File: config.mk
export PLATFORM = sky130hd
export DESIGN_NAME = srl_sync_core
export DESIGN_NICKNAME = d
export VERILOG_FILES = /design/src/srl_pkg.sv /design/src/srl_ref_capture.sv /design/src/srl_sync_core.sv
export SDC_FILE = /design/constraint.sdc
export NUM_CORES = 1
export LEC_CHECK = 0
export ABC_CLOCK_PERIOD_IN_PS = 3690
export BUFFER_PORTS_ARGS = -buffer_cell sky130_fd_sc_hd__buf_2
export CAP_MARGIN = 20
export CORE_AREA = 2 2 129 94
export DETAILED_ROUTE_END_ITERATION = 7
export DIE_AREA = 0 0 131 96
export MAX_ROUTING_LAYER = met4
export PLACE_DENSITY = 0.81
export SETUP_SLACK_MARGIN = 0.05
export SYNTH_ARGS = -nofsm -noshare
export SYNTH_HDL_FRONTEND = slang
export SYNTH_SLANG_ARGS = --single-unit
export TNS_END_PERCENT = 20
File: constraint.sdc
create_clock -name sys_clk -period 3.69 [get_ports sys_clk]
set_input_delay 0.5535 -clock sys_clk [delete_from_list [all_inputs] [get_ports sys_clk]]
set_output_delay 0.5535 -clock sys_clk [all_outputs]
set_load 0.02 [all_outputs]
File: src/srl_pkg.sv
// constants for the reference capture and multiframe clock alignment block
package srl_pkg;
   localparam logic [11:0] ADDR_CLK_DIV = 12'h10b;
   localparam logic [11:0] ADDR_REF_CTRL = 12'h120;
   localparam logic [11:0] ADDR_IGNORE = 12'h121;
   localparam logic [11:0] ADDR_TS_DELAY = 12'h123;
   localparam logic [11:0] ADDR_SH_MON = 12'h128;
   localparam logic [11:0] ADDR_SYNC_MODE = 12'h1ff;
   localparam logic [11:0] ADDR_CB_FN_LO = 12'h559;
   localparam logic [11:0] ADDR_CB_FN_HI = 12'h55a;
   localparam logic [11:0] ADDR_LANE_PLL = 12'h56e;
   localparam logic [11:0] ADDR_LMFC_OFS = 12'h578;
   localparam logic [11:0] ADDR_CB_COUNT = 12'h58f;
   localparam logic [11:0] ADDR_SUBCLASS = 12'h590;
   // field positions
   localparam int REF_TRANS_BIT = 4;
   localparam int REF_EDGE_BIT = 3;
   localparam int REF_MODE_LSB = 1;
   localparam int SYNC_TS_BIT = 0;
   localparam int CB_COUNT_LSB = 6;
   localparam int SUBCLASS_BIT = 5;
   localparam int CB_FN0_LSB = 0;
   localparam int CB_FN1_LSB = 4;
   localparam int CB_FN2_LSB = 0;
   // reset values
   localparam logic [7:0] RST_SUBCLASS = 8'h20;
   localparam logic [7:0] RST_ZERO = 8'h00;
   // field encodings
   localparam logic [1:0] MODE_OFF = 2'h0;
   localparam logic [1:0] MODE_CONT = 2'h1;
   localparam logic [1:0] MODE_NSHOT = 2'h2;
   localparam logic [2:0] FN_SYSREF = 3'h5;
   localparam logic [4:0] OCTETS_ONE = 5'h01;
   localparam logic [4:0] OCTETS_TWO = 5'h02;
   // setup/hold monitor nibbles
   localparam logic [3:0] MON_BEST = 4'h8;
   localparam logic [3:0] MON_HOLD_BAD = 4'hf;
   // least pulse width, in sample clock periods
   localparam int MIN_PULSE_CYC = 2;
endpackage : srl_pkg

File: src/srl_ref_capture.sv
// reference input synchroniser and transition detector
`timescale 1ns/1ps
module srl_ref_capture (
   input wire logic sys_clk,
   input wire logic rst,
   input wire logic ref_pin,
   input wire logic falling_sel,
   output logic ref_level,
   output logic ref_event
);
   logic meta;
   logic stable;
   logic prev;
   wire logic rose;
   wire logic fell;

   // first stage feeds only the second stage
   always_ff @(posedge sys_clk) begin
      if (rst) begin
         meta <= 1'b0;
         stable <= 1'b0;
         prev <= 1'b0;
      end else begin
         meta <= ref_pin;
         stable <= meta;
         prev <= stable;
      end
   end

   assign rose = stable && !prev;
   assign fell = !stable && prev;

   // one-cycle capture event on the chosen transition
   always_ff @(posedge sys_clk) begin
      if (rst) begin
         ref_event <= 1'b0;
         ref_level <= 1'b0;
      end else begin
         ref_event <= falling_sel ? fell : rose;
         ref_level <= stable;
      end
   end
endmodule : srl_ref_capture

File: src/srl_sync_core.sv
// reference capture, multiframe clock alignment and timestamp marking
//
// Overview of operation
// - one bit picks subclass 0 or 1; reset gives subclass 1.
// - subclass 0 runs freely without any reference input.
// - subclass 1 capture realigns multiframe clock and sample dividers.
// - each multiframe clock edge marks a transmitted multiframe start.
// - five-bit offset delays the multiframe clock in frame steps.
// - step per setting: quarter frame, half frame or one frame by octets.
// - control bit picks rising or falling reference transition.
// - control bit picks rising or falling clock edge for sampling.
// - chip sync mode bit: zero normal (reset), one timestamp.
// - timestamp mode marks the sample instead of resetting clocks.
// - three-bit selector per control bit; value 5 carries the marker.
// - control bits are allocated from bit 2 downward.
// - timestamp delay shifts which sample gets the marker.
// - no timestamp arming while decimation is active.
// - writing reference mode selects input type and arms capture.
// - n-shot mode field clears itself after the acted transition.
// - setup/hold monitor register is readable.
// - continuous mode misaligned capture starts a link resync.
// - n-shot mode ignores a programmed count of first events.
// - monitor holds hold status high nibble, setup low; 8 is best.
`timescale 1ns/1ps
module srl_sync_core (
   input wire logic sys_clk,
   input wire logic rst,
   input wire logic ref_pin,
   input wire logic [4:0] frame_octets,
   input wire logic [5:0] mf_frames,
   input wire logic decim_active,
   input wire logic reg_wr,
   input wire logic reg_rd,
   input wire logic [11:0] reg_addr,
   input wire logic [7:0] reg_wdata,
   output logic [7:0] reg_rdata,
   output logic lmfc_pulse,
   output logic div_sync,
   output logic div_tick,
   output logic resync_req,
   output logic [2:0] ctrl_bits
);
   logic [7:0] clk_div;
   logic [7:0] ref_ctrl;
   logic [7:0] ignore_cnt;
   logic [7:0] ts_delay;
   logic [7:0] sh_mon;
   logic [7:0] sync_mode;
   logic [7:0] cb_fn_lo;
   logic [7:0] cb_fn_hi;
   logic [7:0] lane_pll;
   logic [7:0] lmfc_ofs;
   logic [7:0] cb_count;
   logic [7:0] subclass;
   logic [4:0] ign_seen;
   logic aligned_once;
   logic evt_late;
   logic [5:0] mf_cnt;
   logic [2:0] div_cnt;
   logic [7:0] ts_cnt;
   logic ts_pend;
   logic [3:0] pre_cnt;
   logic [3:0] pre_last; // count from before the edge cleared it
   logic hold_chk;
   wire logic ref_level;
   wire logic raw_evt;

   srl_ref_capture u_cap (
      .sys_clk(sys_clk),
      .rst(rst),
      .ref_pin(ref_pin),
      .falling_sel(ref_ctrl[srl_pkg::REF_TRANS_BIT]),
      .ref_level(ref_level),
      .ref_event(raw_evt)
   );

   // write strobes
   wire logic wr_clk_div = reg_wr && reg_addr == srl_pkg::ADDR_CLK_DIV;
   wire logic wr_ref = reg_wr && reg_addr == srl_pkg::ADDR_REF_CTRL;
   wire logic wr_ign = reg_wr && reg_addr == srl_pkg::ADDR_IGNORE;
   wire logic wr_tsd = reg_wr && reg_addr == srl_pkg::ADDR_TS_DELAY;
   wire logic wr_sync = reg_wr && reg_addr == srl_pkg::ADDR_SYNC_MODE;
   wire logic wr_fn_lo = reg_wr && reg_addr == srl_pkg::ADDR_CB_FN_LO;
   wire logic wr_fn_hi = reg_wr && reg_addr == srl_pkg::ADDR_CB_FN_HI;
   wire logic wr_pll = reg_wr && reg_addr == srl_pkg::ADDR_LANE_PLL;
   wire logic wr_ofs = reg_wr && reg_addr == srl_pkg::ADDR_LMFC_OFS;
   wire logic wr_cbc = reg_wr && reg_addr == srl_pkg::ADDR_CB_COUNT;
   wire logic wr_sub = reg_wr && reg_addr == srl_pkg::ADDR_SUBCLASS;

   // decoded fields
   wire logic [1:0] ref_mode = ref_ctrl[srl_pkg::REF_MODE_LSB +: 2];
   wire logic mode_cont = ref_mode == srl_pkg::MODE_CONT;
   wire logic mode_nshot = ref_mode == srl_pkg::MODE_NSHOT;
   wire logic ts_mode = sync_mode[srl_pkg::SYNC_TS_BIT];
   wire logic sc1 = subclass[srl_pkg::SUBCLASS_BIT];
   wire logic [1:0] cs = cb_count[srl_pkg::CB_COUNT_LSB +: 2];
   wire logic [4:0] ofs = lmfc_ofs[4:0];

   // falling clock edge capture seen here one cycle later; the skew
   // between the two choices stays a fixed single cycle
   wire logic cap_evt = ref_ctrl[srl_pkg::REF_EDGE_BIT] ?
      evt_late : raw_evt;

   // n-shot: act only after the programmed number was ignored
   wire logic past_ignore = ign_seen >= {1'b0, ignore_cnt[3:0]};
   wire logic take = cap_evt && (mode_cont ||
      (mode_nshot && past_ignore));

   // offset step scales with octets per frame
   wire logic [4:0] shift = (frame_octets == srl_pkg::OCTETS_ONE) ?
      {2'b00, ofs[4:2]} : (frame_octets == srl_pkg::OCTETS_TWO) ?
      {1'b0, ofs[4:1]} : ofs;
   wire logic [5:0] mf_last = mf_frames - 6'h01;
   wire logic at_phase0 = mf_cnt >= mf_last; // wraps like a realign

   // in continuous mode an aligned reference leaves dividers untouched
   wire logic misaligned = mode_cont && aligned_once && !at_phase0;
   wire logic realign = take && sc1 && !ts_mode &&
      (!aligned_once || !at_phase0);
   wire logic [5:0] next_mf = realign ? 6'h00 :
      (mf_cnt >= mf_last) ? 6'h00 : mf_cnt + 6'h01;
   wire logic [2:0] next_div = (realign || div_cnt >= clk_div[2:0]) ?
      3'h0 : div_cnt + 3'h1;

   // timestamp path
   wire logic ts_go = take && ts_mode && !decim_active;
   wire logic ts_fire = ts_pend && ts_cnt == 8'h00;
   wire logic [2:0] cb_enable = {cs != 2'h0, cs >= 2'h2,
      cs == 2'h3};
   wire logic [2:0] cb_func [3];
   assign cb_func[0] = cb_fn_lo[srl_pkg::CB_FN0_LSB +: 3];
   assign cb_func[1] = cb_fn_lo[srl_pkg::CB_FN1_LSB +: 3];
   assign cb_func[2] = cb_fn_hi[srl_pkg::CB_FN2_LSB +: 3];
   wire logic [2:0] mark_mask;
   genvar gi;
   generate
      for (gi = 0; gi < 3; gi++) begin : g_cb
         assign mark_mask[gi] = cb_enable[gi] &&
            cb_func[gi] == srl_pkg::FN_SYSREF;
      end
   endgenerate

   // monitor: setup counts stable pre-transition cycles before the edge
   wire logic pre_level = ref_ctrl[srl_pkg::REF_TRANS_BIT];
   wire logic [3:0] next_pre = (ref_level != pre_level) ? 4'h0 :
      (pre_cnt >= srl_pkg::MON_BEST) ? pre_cnt : pre_cnt + 4'h1;

   // n-shot clear by hardware loses to a software write of the field,
   // because that write is itself a re-arm
   wire logic [7:0] next_ref = wr_ref ? reg_wdata :
      (take && mode_nshot) ? {ref_ctrl[7:3], srl_pkg::MODE_OFF,
      ref_ctrl[0]} : ref_ctrl;

   // read mux; unmapped addresses read zero
   wire logic [7:0] rd_mux =
      (reg_addr == srl_pkg::ADDR_CLK_DIV) ? clk_div :
      (reg_addr == srl_pkg::ADDR_REF_CTRL) ? ref_ctrl :
      (reg_addr == srl_pkg::ADDR_IGNORE) ? ignore_cnt :
      (reg_addr == srl_pkg::ADDR_TS_DELAY) ? ts_delay :
      (reg_addr == srl_pkg::ADDR_SH_MON) ? sh_mon :
      (reg_addr == srl_pkg::ADDR_SYNC_MODE) ? sync_mode :
      (reg_addr == srl_pkg::ADDR_CB_FN_LO) ? cb_fn_lo :
      (reg_addr == srl_pkg::ADDR_CB_FN_HI) ? cb_fn_hi :
      (reg_addr == srl_pkg::ADDR_LANE_PLL) ? lane_pll :
      (reg_addr == srl_pkg::ADDR_LMFC_OFS) ? lmfc_ofs :
      (reg_addr == srl_pkg::ADDR_CB_COUNT) ? cb_count :
      (reg_addr == srl_pkg::ADDR_SUBCLASS) ? subclass : 8'h00;

   // software registers
   always_ff @(posedge sys_clk) begin
      if (rst) begin
         clk_div <= srl_pkg::RST_ZERO;
         ignore_cnt <= srl_pkg::RST_ZERO;
         ts_delay <= srl_pkg::RST_ZERO;
         sync_mode <= srl_pkg::RST_ZERO;
         cb_fn_lo <= srl_pkg::RST_ZERO;
         cb_fn_hi <= srl_pkg::RST_ZERO;
         lane_pll <= srl_pkg::RST_ZERO;
         lmfc_ofs <= srl_pkg::RST_ZERO;
         cb_count <= srl_pkg::RST_ZERO;
         subclass <= srl_pkg::RST_SUBCLASS;
      end else begin
         if (wr_clk_div) clk_div <= reg_wdata;
         if (wr_ign) ignore_cnt <= reg_wdata;
         if (wr_tsd) ts_delay <= reg_wdata;
         if (wr_sync) sync_mode <= reg_wdata;
         if (wr_fn_lo) cb_fn_lo <= reg_wdata;
         if (wr_fn_hi) cb_fn_hi <= reg_wdata;
         if (wr_pll) lane_pll <= reg_wdata;
         if (wr_ofs) lmfc_ofs <= reg_wdata;
         if (wr_cbc) cb_count <= reg_wdata;
         if (wr_sub) subclass <= reg_wdata;
      end
   end

   // reference control and capture state
   always_ff @(posedge sys_clk) begin
      if (rst) begin
         ref_ctrl <= srl_pkg::RST_ZERO;
         ign_seen <= 5'h00;
         aligned_once <= 1'b0;
         evt_late <= 1'b0;
      end else begin
         ref_ctrl <= next_ref;
         evt_late <= raw_evt;
         if (wr_ref) begin
            ign_seen <= 5'h00;
            aligned_once <= 1'b0;
         end else begin
            if (cap_evt && mode_nshot && !past_ignore)
               ign_seen <= ign_seen + 5'h01;
            if (realign) aligned_once <= 1'b1;
         end
      end
   end

   // multiframe and sample divider counters
   always_ff @(posedge sys_clk) begin
      if (rst) begin
         mf_cnt <= 6'h00;
         div_cnt <= 3'h0;
      end else begin
         mf_cnt <= next_mf;
         div_cnt <= next_div;
      end
   end

   // timestamp delay counter
   always_ff @(posedge sys_clk) begin
      if (rst) begin
         ts_pend <= 1'b0;
         ts_cnt <= 8'h00;
      end else if (ts_go) begin
         ts_pend <= 1'b1;
         ts_cnt <= ts_delay;
      end else if (ts_fire) begin
         ts_pend <= 1'b0;
      end else if (ts_pend) begin
         ts_cnt <= ts_cnt - 8'h01;
      end
   end

   // setup/hold monitor
   always_ff @(posedge sys_clk) begin
      if (rst) begin
         pre_cnt <= 4'h0;
         pre_last <= 4'h0;
         hold_chk <= 1'b0;
         sh_mon <= srl_pkg::RST_ZERO;
      end else begin
         pre_cnt <= next_pre;
         pre_last <= pre_cnt;
         hold_chk <= raw_evt;
         if (raw_evt)
            sh_mon <= {srl_pkg::MON_BEST, pre_last};
         else if (hold_chk && ref_level == pre_level)
            sh_mon[7:4] <= srl_pkg::MON_HOLD_BAD;
      end
   end

   // registered outputs
   always_ff @(posedge sys_clk) begin
      if (rst) begin
         reg_rdata <= 8'h00;
         lmfc_pulse <= 1'b0;
         div_sync <= 1'b0;
         div_tick <= 1'b0;
         resync_req <= 1'b0;
         ctrl_bits <= 3'h0;
      end else begin
         reg_rdata <= reg_rd ? rd_mux : 8'h00;
         lmfc_pulse <= mf_cnt == {1'b0, shift};
         div_sync <= realign;
         div_tick <= div_cnt == 3'h0;
         resync_req <= take && sc1 && !ts_mode && misaligned;
         ctrl_bits <= ts_fire ? mark_mask : 3'h0;
      end
   end

   subcl_reset_a: assert property (@(posedge sys_clk)
      $fell(rst) |-> sc1)
      else $error("subclass bit not set after reset");

   sub0_free_a: assert property (@(posedge sys_clk)
      disable iff (rst) !sc1 && !wr_sub |=> !div_sync)
      else $error("divider realigned in subclass 0");

   realign_zero_a: assert property (@(posedge sys_clk)
      disable iff (rst) realign |=> mf_cnt == 6'h00 && div_sync &&
      div_cnt == 3'h0)
      else $error("realign did not reset counters");

   lmfc_place_a: assert property (@(posedge sys_clk)
      disable iff (rst) lmfc_pulse |-> $past(mf_cnt) == $past(shift))
      else $error("multiframe edge off its phase");

   edge_sel_a: assert property (@(posedge sys_clk)
      disable iff (rst) ref_ctrl[srl_pkg::REF_EDGE_BIT] && raw_evt &&
      !wr_ref |=> cap_evt)
      else $error("late capture edge lost");

   ts_noreset_a: assert property (@(posedge sys_clk)
      disable iff (rst) take && ts_mode |=> !div_sync)
      else $error("timestamp mode reset the clocks");

   ts_mark_a: assert property (@(posedge sys_clk)
      disable iff (rst) ts_go && ts_delay == 8'h00 |=>
      ##1 ctrl_bits == $past(mark_mask))
      else $error("marker not placed on delayed sample");

   decim_block_a: assert property (@(posedge sys_clk)
      disable iff (rst) decim_active && !ts_pend |=> !ts_pend)
      else $error("timestamp armed while decimating");

   nshot_clear_a: assert property (@(posedge sys_clk)
      disable iff (rst) take && mode_nshot && !wr_ref |=>
      ref_mode == srl_pkg::MODE_OFF)
      else $error("n-shot mode did not self clear");

   resync_a: assert property (@(posedge sys_clk)
      disable iff (rst) take && sc1 && !ts_mode && misaligned |=>
      resync_req ##1 !resync_req)
      else $error("misaligned reference gave no resync");
endmodule : srl_sync_core

==> impl_results.md <==
- Die Ht: approximately 96 µm
- Rows: 33
- Final Cell Area: 8000 µm²
- Critical path, cell by cell: buf_2 -> or4b_1 -> or3_1 -> nor2_4 -> and4_1 -> mux2i_1 -> nor2_1
- CTS tree: yes
- Mapped Cells: 858
- WL/cell: about 19 µm
- Bufs and invs on worst path: 1
- Ranking of synthesized cells by area: dfxtp_1 41%, mux2i_1 6.7%, nand2_1 5.5%, a21oi_1 5.4%, nor2_1 5.2%
- Synth area leader: dfxtp_1
- Max incr delay on CP: ~0.62 ns
- TritonRoute pass-1 iters: 6
- Worst setup SP type: input port
- YS warnings: 0
- Ys flop type: dfxtp_1
- WS Path Type: in2reg
- Worst path top cell family by delay: simple AND/OR/NAND/NOR gates
- Final Max Tran Viols: 0
- Sink Count: 146
- Layout cells sized above 1: 0.121
- Post-synth EDFFs: 0
- Final #Nets: 940
- Avg Inst Size Synth: 8.41 µm²
- Clock transition at the registers of the reported paths: 0.06 ns
- Initial antenna violation count: 0
- First-pass GRT wire length: 31400 µm
- Post-synth ARST share: 0
- Vias in the first global route: 6007
- Status: finished, final reports clean
- Largest net degree at the start of global routing: 72
- Setup Buffers After CTS: 0
- Starting DRT DRC Count: 850
- Mapped Area: between 7000 and 8000 µm²
- Routed Wire Length: between 20000 and 25000 µm
- Worst Setup End Kind: register
- Clock Tree Root: clkbuf_16
- Data arrival time of the critical path: about 2.9 ns
- Worst path slowest cell: or4b_1
- RSZ-0062 raised after global routing: no
- Routability cong.: about 0.98
- Post-Syn Nets: 916
- # diodes: 0
- Die area: approximately 13000 µm²
- Post-place setup slack: a little over 0.7 ns
- Post-route ant nets: 0
- CTS resizes: 0
- Via count: 6633
- Measured slew at the worst slew-check pin: 0.802 ns
- Die Wd: 131 µm
- Initial Util: 0.635
- DRC viols: 0
- IO Count: 52
- Pleak: roughly 0.0031 µW
- Aggregate global-route resource usage: 0.339
- Final Skew: 0.00943 ns
- Post-synthesis cell type count: between 70 and 80
- Core area: approximately 11000 µm²
- Hold Worst Slack: 0.345 ns
- Critical Path RT: around 4.0 ns
- Sequential area share after synthesis: 0.405
- Hold WC Path Type: in2reg
- Placement Cell Area: roughly 7500 µm²
- Maximum capacitance violations: 0
- Max Freq: slightly below 400 MHz
- Share of the synthesized area in the top cell type: 0.405
- H-tree depth: 4
- HPWL Detailed: between 10000 and 15000 µm
- Cts bufs inserted: 17
- Post-CTS Hold Buffers: 0
- Max_slew headroom: 0.464
- Clock buffer depth: 2
- Area delta synth->final: 10.9%
- CP Max Fanout: 8
- Worst setup margin: roughly 1.1 ns
- Max VDD drop: ~370 µV
- PortBufs: between 50 and 60
- Setup TNS: 0 ns
- Period utilization: 0.701
- Pwr dens: 424 nW/µm²
- Fin crit period: 2.59 ns
- DR vias/cell: ~6.3
- Final setup viols: 0
- Synth Register Bits: approximately 150
- Clk Latency, worst-skew pair: 0.42 ns
- Grt total ovfl: 0
- Number of hold violations in the final report: 0
-- per-layer routing --
layer,vias up,routed length (µm),global-route usage
met5,-,0,-
met3,45,2080,0.0839
met4,0,550,0.113
met1,3115,8730,0.446
li1,3083,-,-
met2,390,8920,0.515
-- final timing paths --
kind / startpoint / end / slack [ns] / depth (start not counted)
setup / recovery: reg_addr[7] / ts_delay[2]$_SDFFE_PP0P_ / 1.10 / 7
hold / removal: ref_pin / u_cap.meta$_SDFF_PP0_ / 0.35 / 2
setup reg to reg: ign_seen[0]$_SDFFE_PP0P_ / ts_cnt[5]$_SDFFE_PP0P_ / 1.26 / 8
hold reg to reg: cb_fn_lo[7]$_SDFFE_PP0P_ / cb_fn_lo[7]$_SDFFE_PP0P_ / 0.46 / 2
-- cell usage after synthesis (6+ instances only) --
cell	count
a211oi_1	12
a21o_1	6
a21oi_1	78
a22oi_1	12
buf_4	9
clkbuf_1	35
dfxtp_1	146
ha_1	21
inv_1	29
mux2i_1	48
nand2_1	106
nand2b_1	11
nand3_1	37
nand4_1	6
nor2_1	100
nor2b_1	14
nor3_1	7
nor4_1	9
o21ai_0	25
xnor2_1	14
xor2_1	13
-- where the power goes --
group	switching [µW]	internal, µW
clock network	705	886
registers	12.4	1590
logic	136	62.7
-- kinds of logic after synthesis --
| logic type | share of synthesized area |
|---|---|
| fa+ha+maj | 0.0364 |
| mux | 0.0682 |
| xor+xnor | 0.0328 |
| buf+inv | 0.0536 |
| compound gates | 0.164 |
| simple gates | 0.240 |
| flops | 0.405 |
-- area by class of cell --
class                   instances  area [µm²]
clock buffers                  19         443
multi-input cells             628        3910
clock inverters                12         100
fillers                       864        3350
repair buffers                 60         325
flip-flops and latches        146        2920
inverters                      29         109
well taps                     157         196
-- flip-flops by register name, summed over array words and instances, names as in the netlist, 3 cells and up --
| signal | count |
|---|---|
| ts_cnt | 8 |
| ign_seen | 5 |
| pre_cnt | 4 |
| lmfc_ofs | 8 |
| ctrl_bits | 3 |
| ts_delay | 8 |
| mf_cnt | 6 |
| reg_rdata | 8 |
| ignore_cnt | 8 |
| sync_mode | 8 |
| ref_ctrl | 8 |
| cb_fn_hi | 8 |
| cb_fn_lo | 8 |
| pre_last | 4 |
| lane_pll | 8 |
| clk_div | 8 |
| cb_count | 8 |
| div_cnt | 3 |
| sh_mon | 6 |
| subclass | 8 |
-- placed cells by master, fill, tap and decap left out, drive strengths merged, types with 9 or more instances in the layout --
cell    instances
nand2b         11
nand2         106
nor4           11
o21ai          25
inv            34
nor2          101
a21oi          78
a22oi          12
clkbuf         19
nand3          37
dfxtp         146
buf            60
nor2b          14
a211oi         12
xnor2          14
nor3            9
mux2i          48
ha             21
xor2           13
-- per-stage QoR --
stage | power, µW | std cells | util
2_1_floorplan | 1760 | 858 | -
3_3_place_gp | 1820 | 1020 | 0.657
3_5_place_dp | 1830 | 1020 | 0.657
4_1_cts | 3400 | 1051 | 0.705
5_1_grt | 3490 | 1051 | 0.705
6_report | 3390 | 1051 | 0.705
No activity file was read; power rests on OpenSTA's default activity.
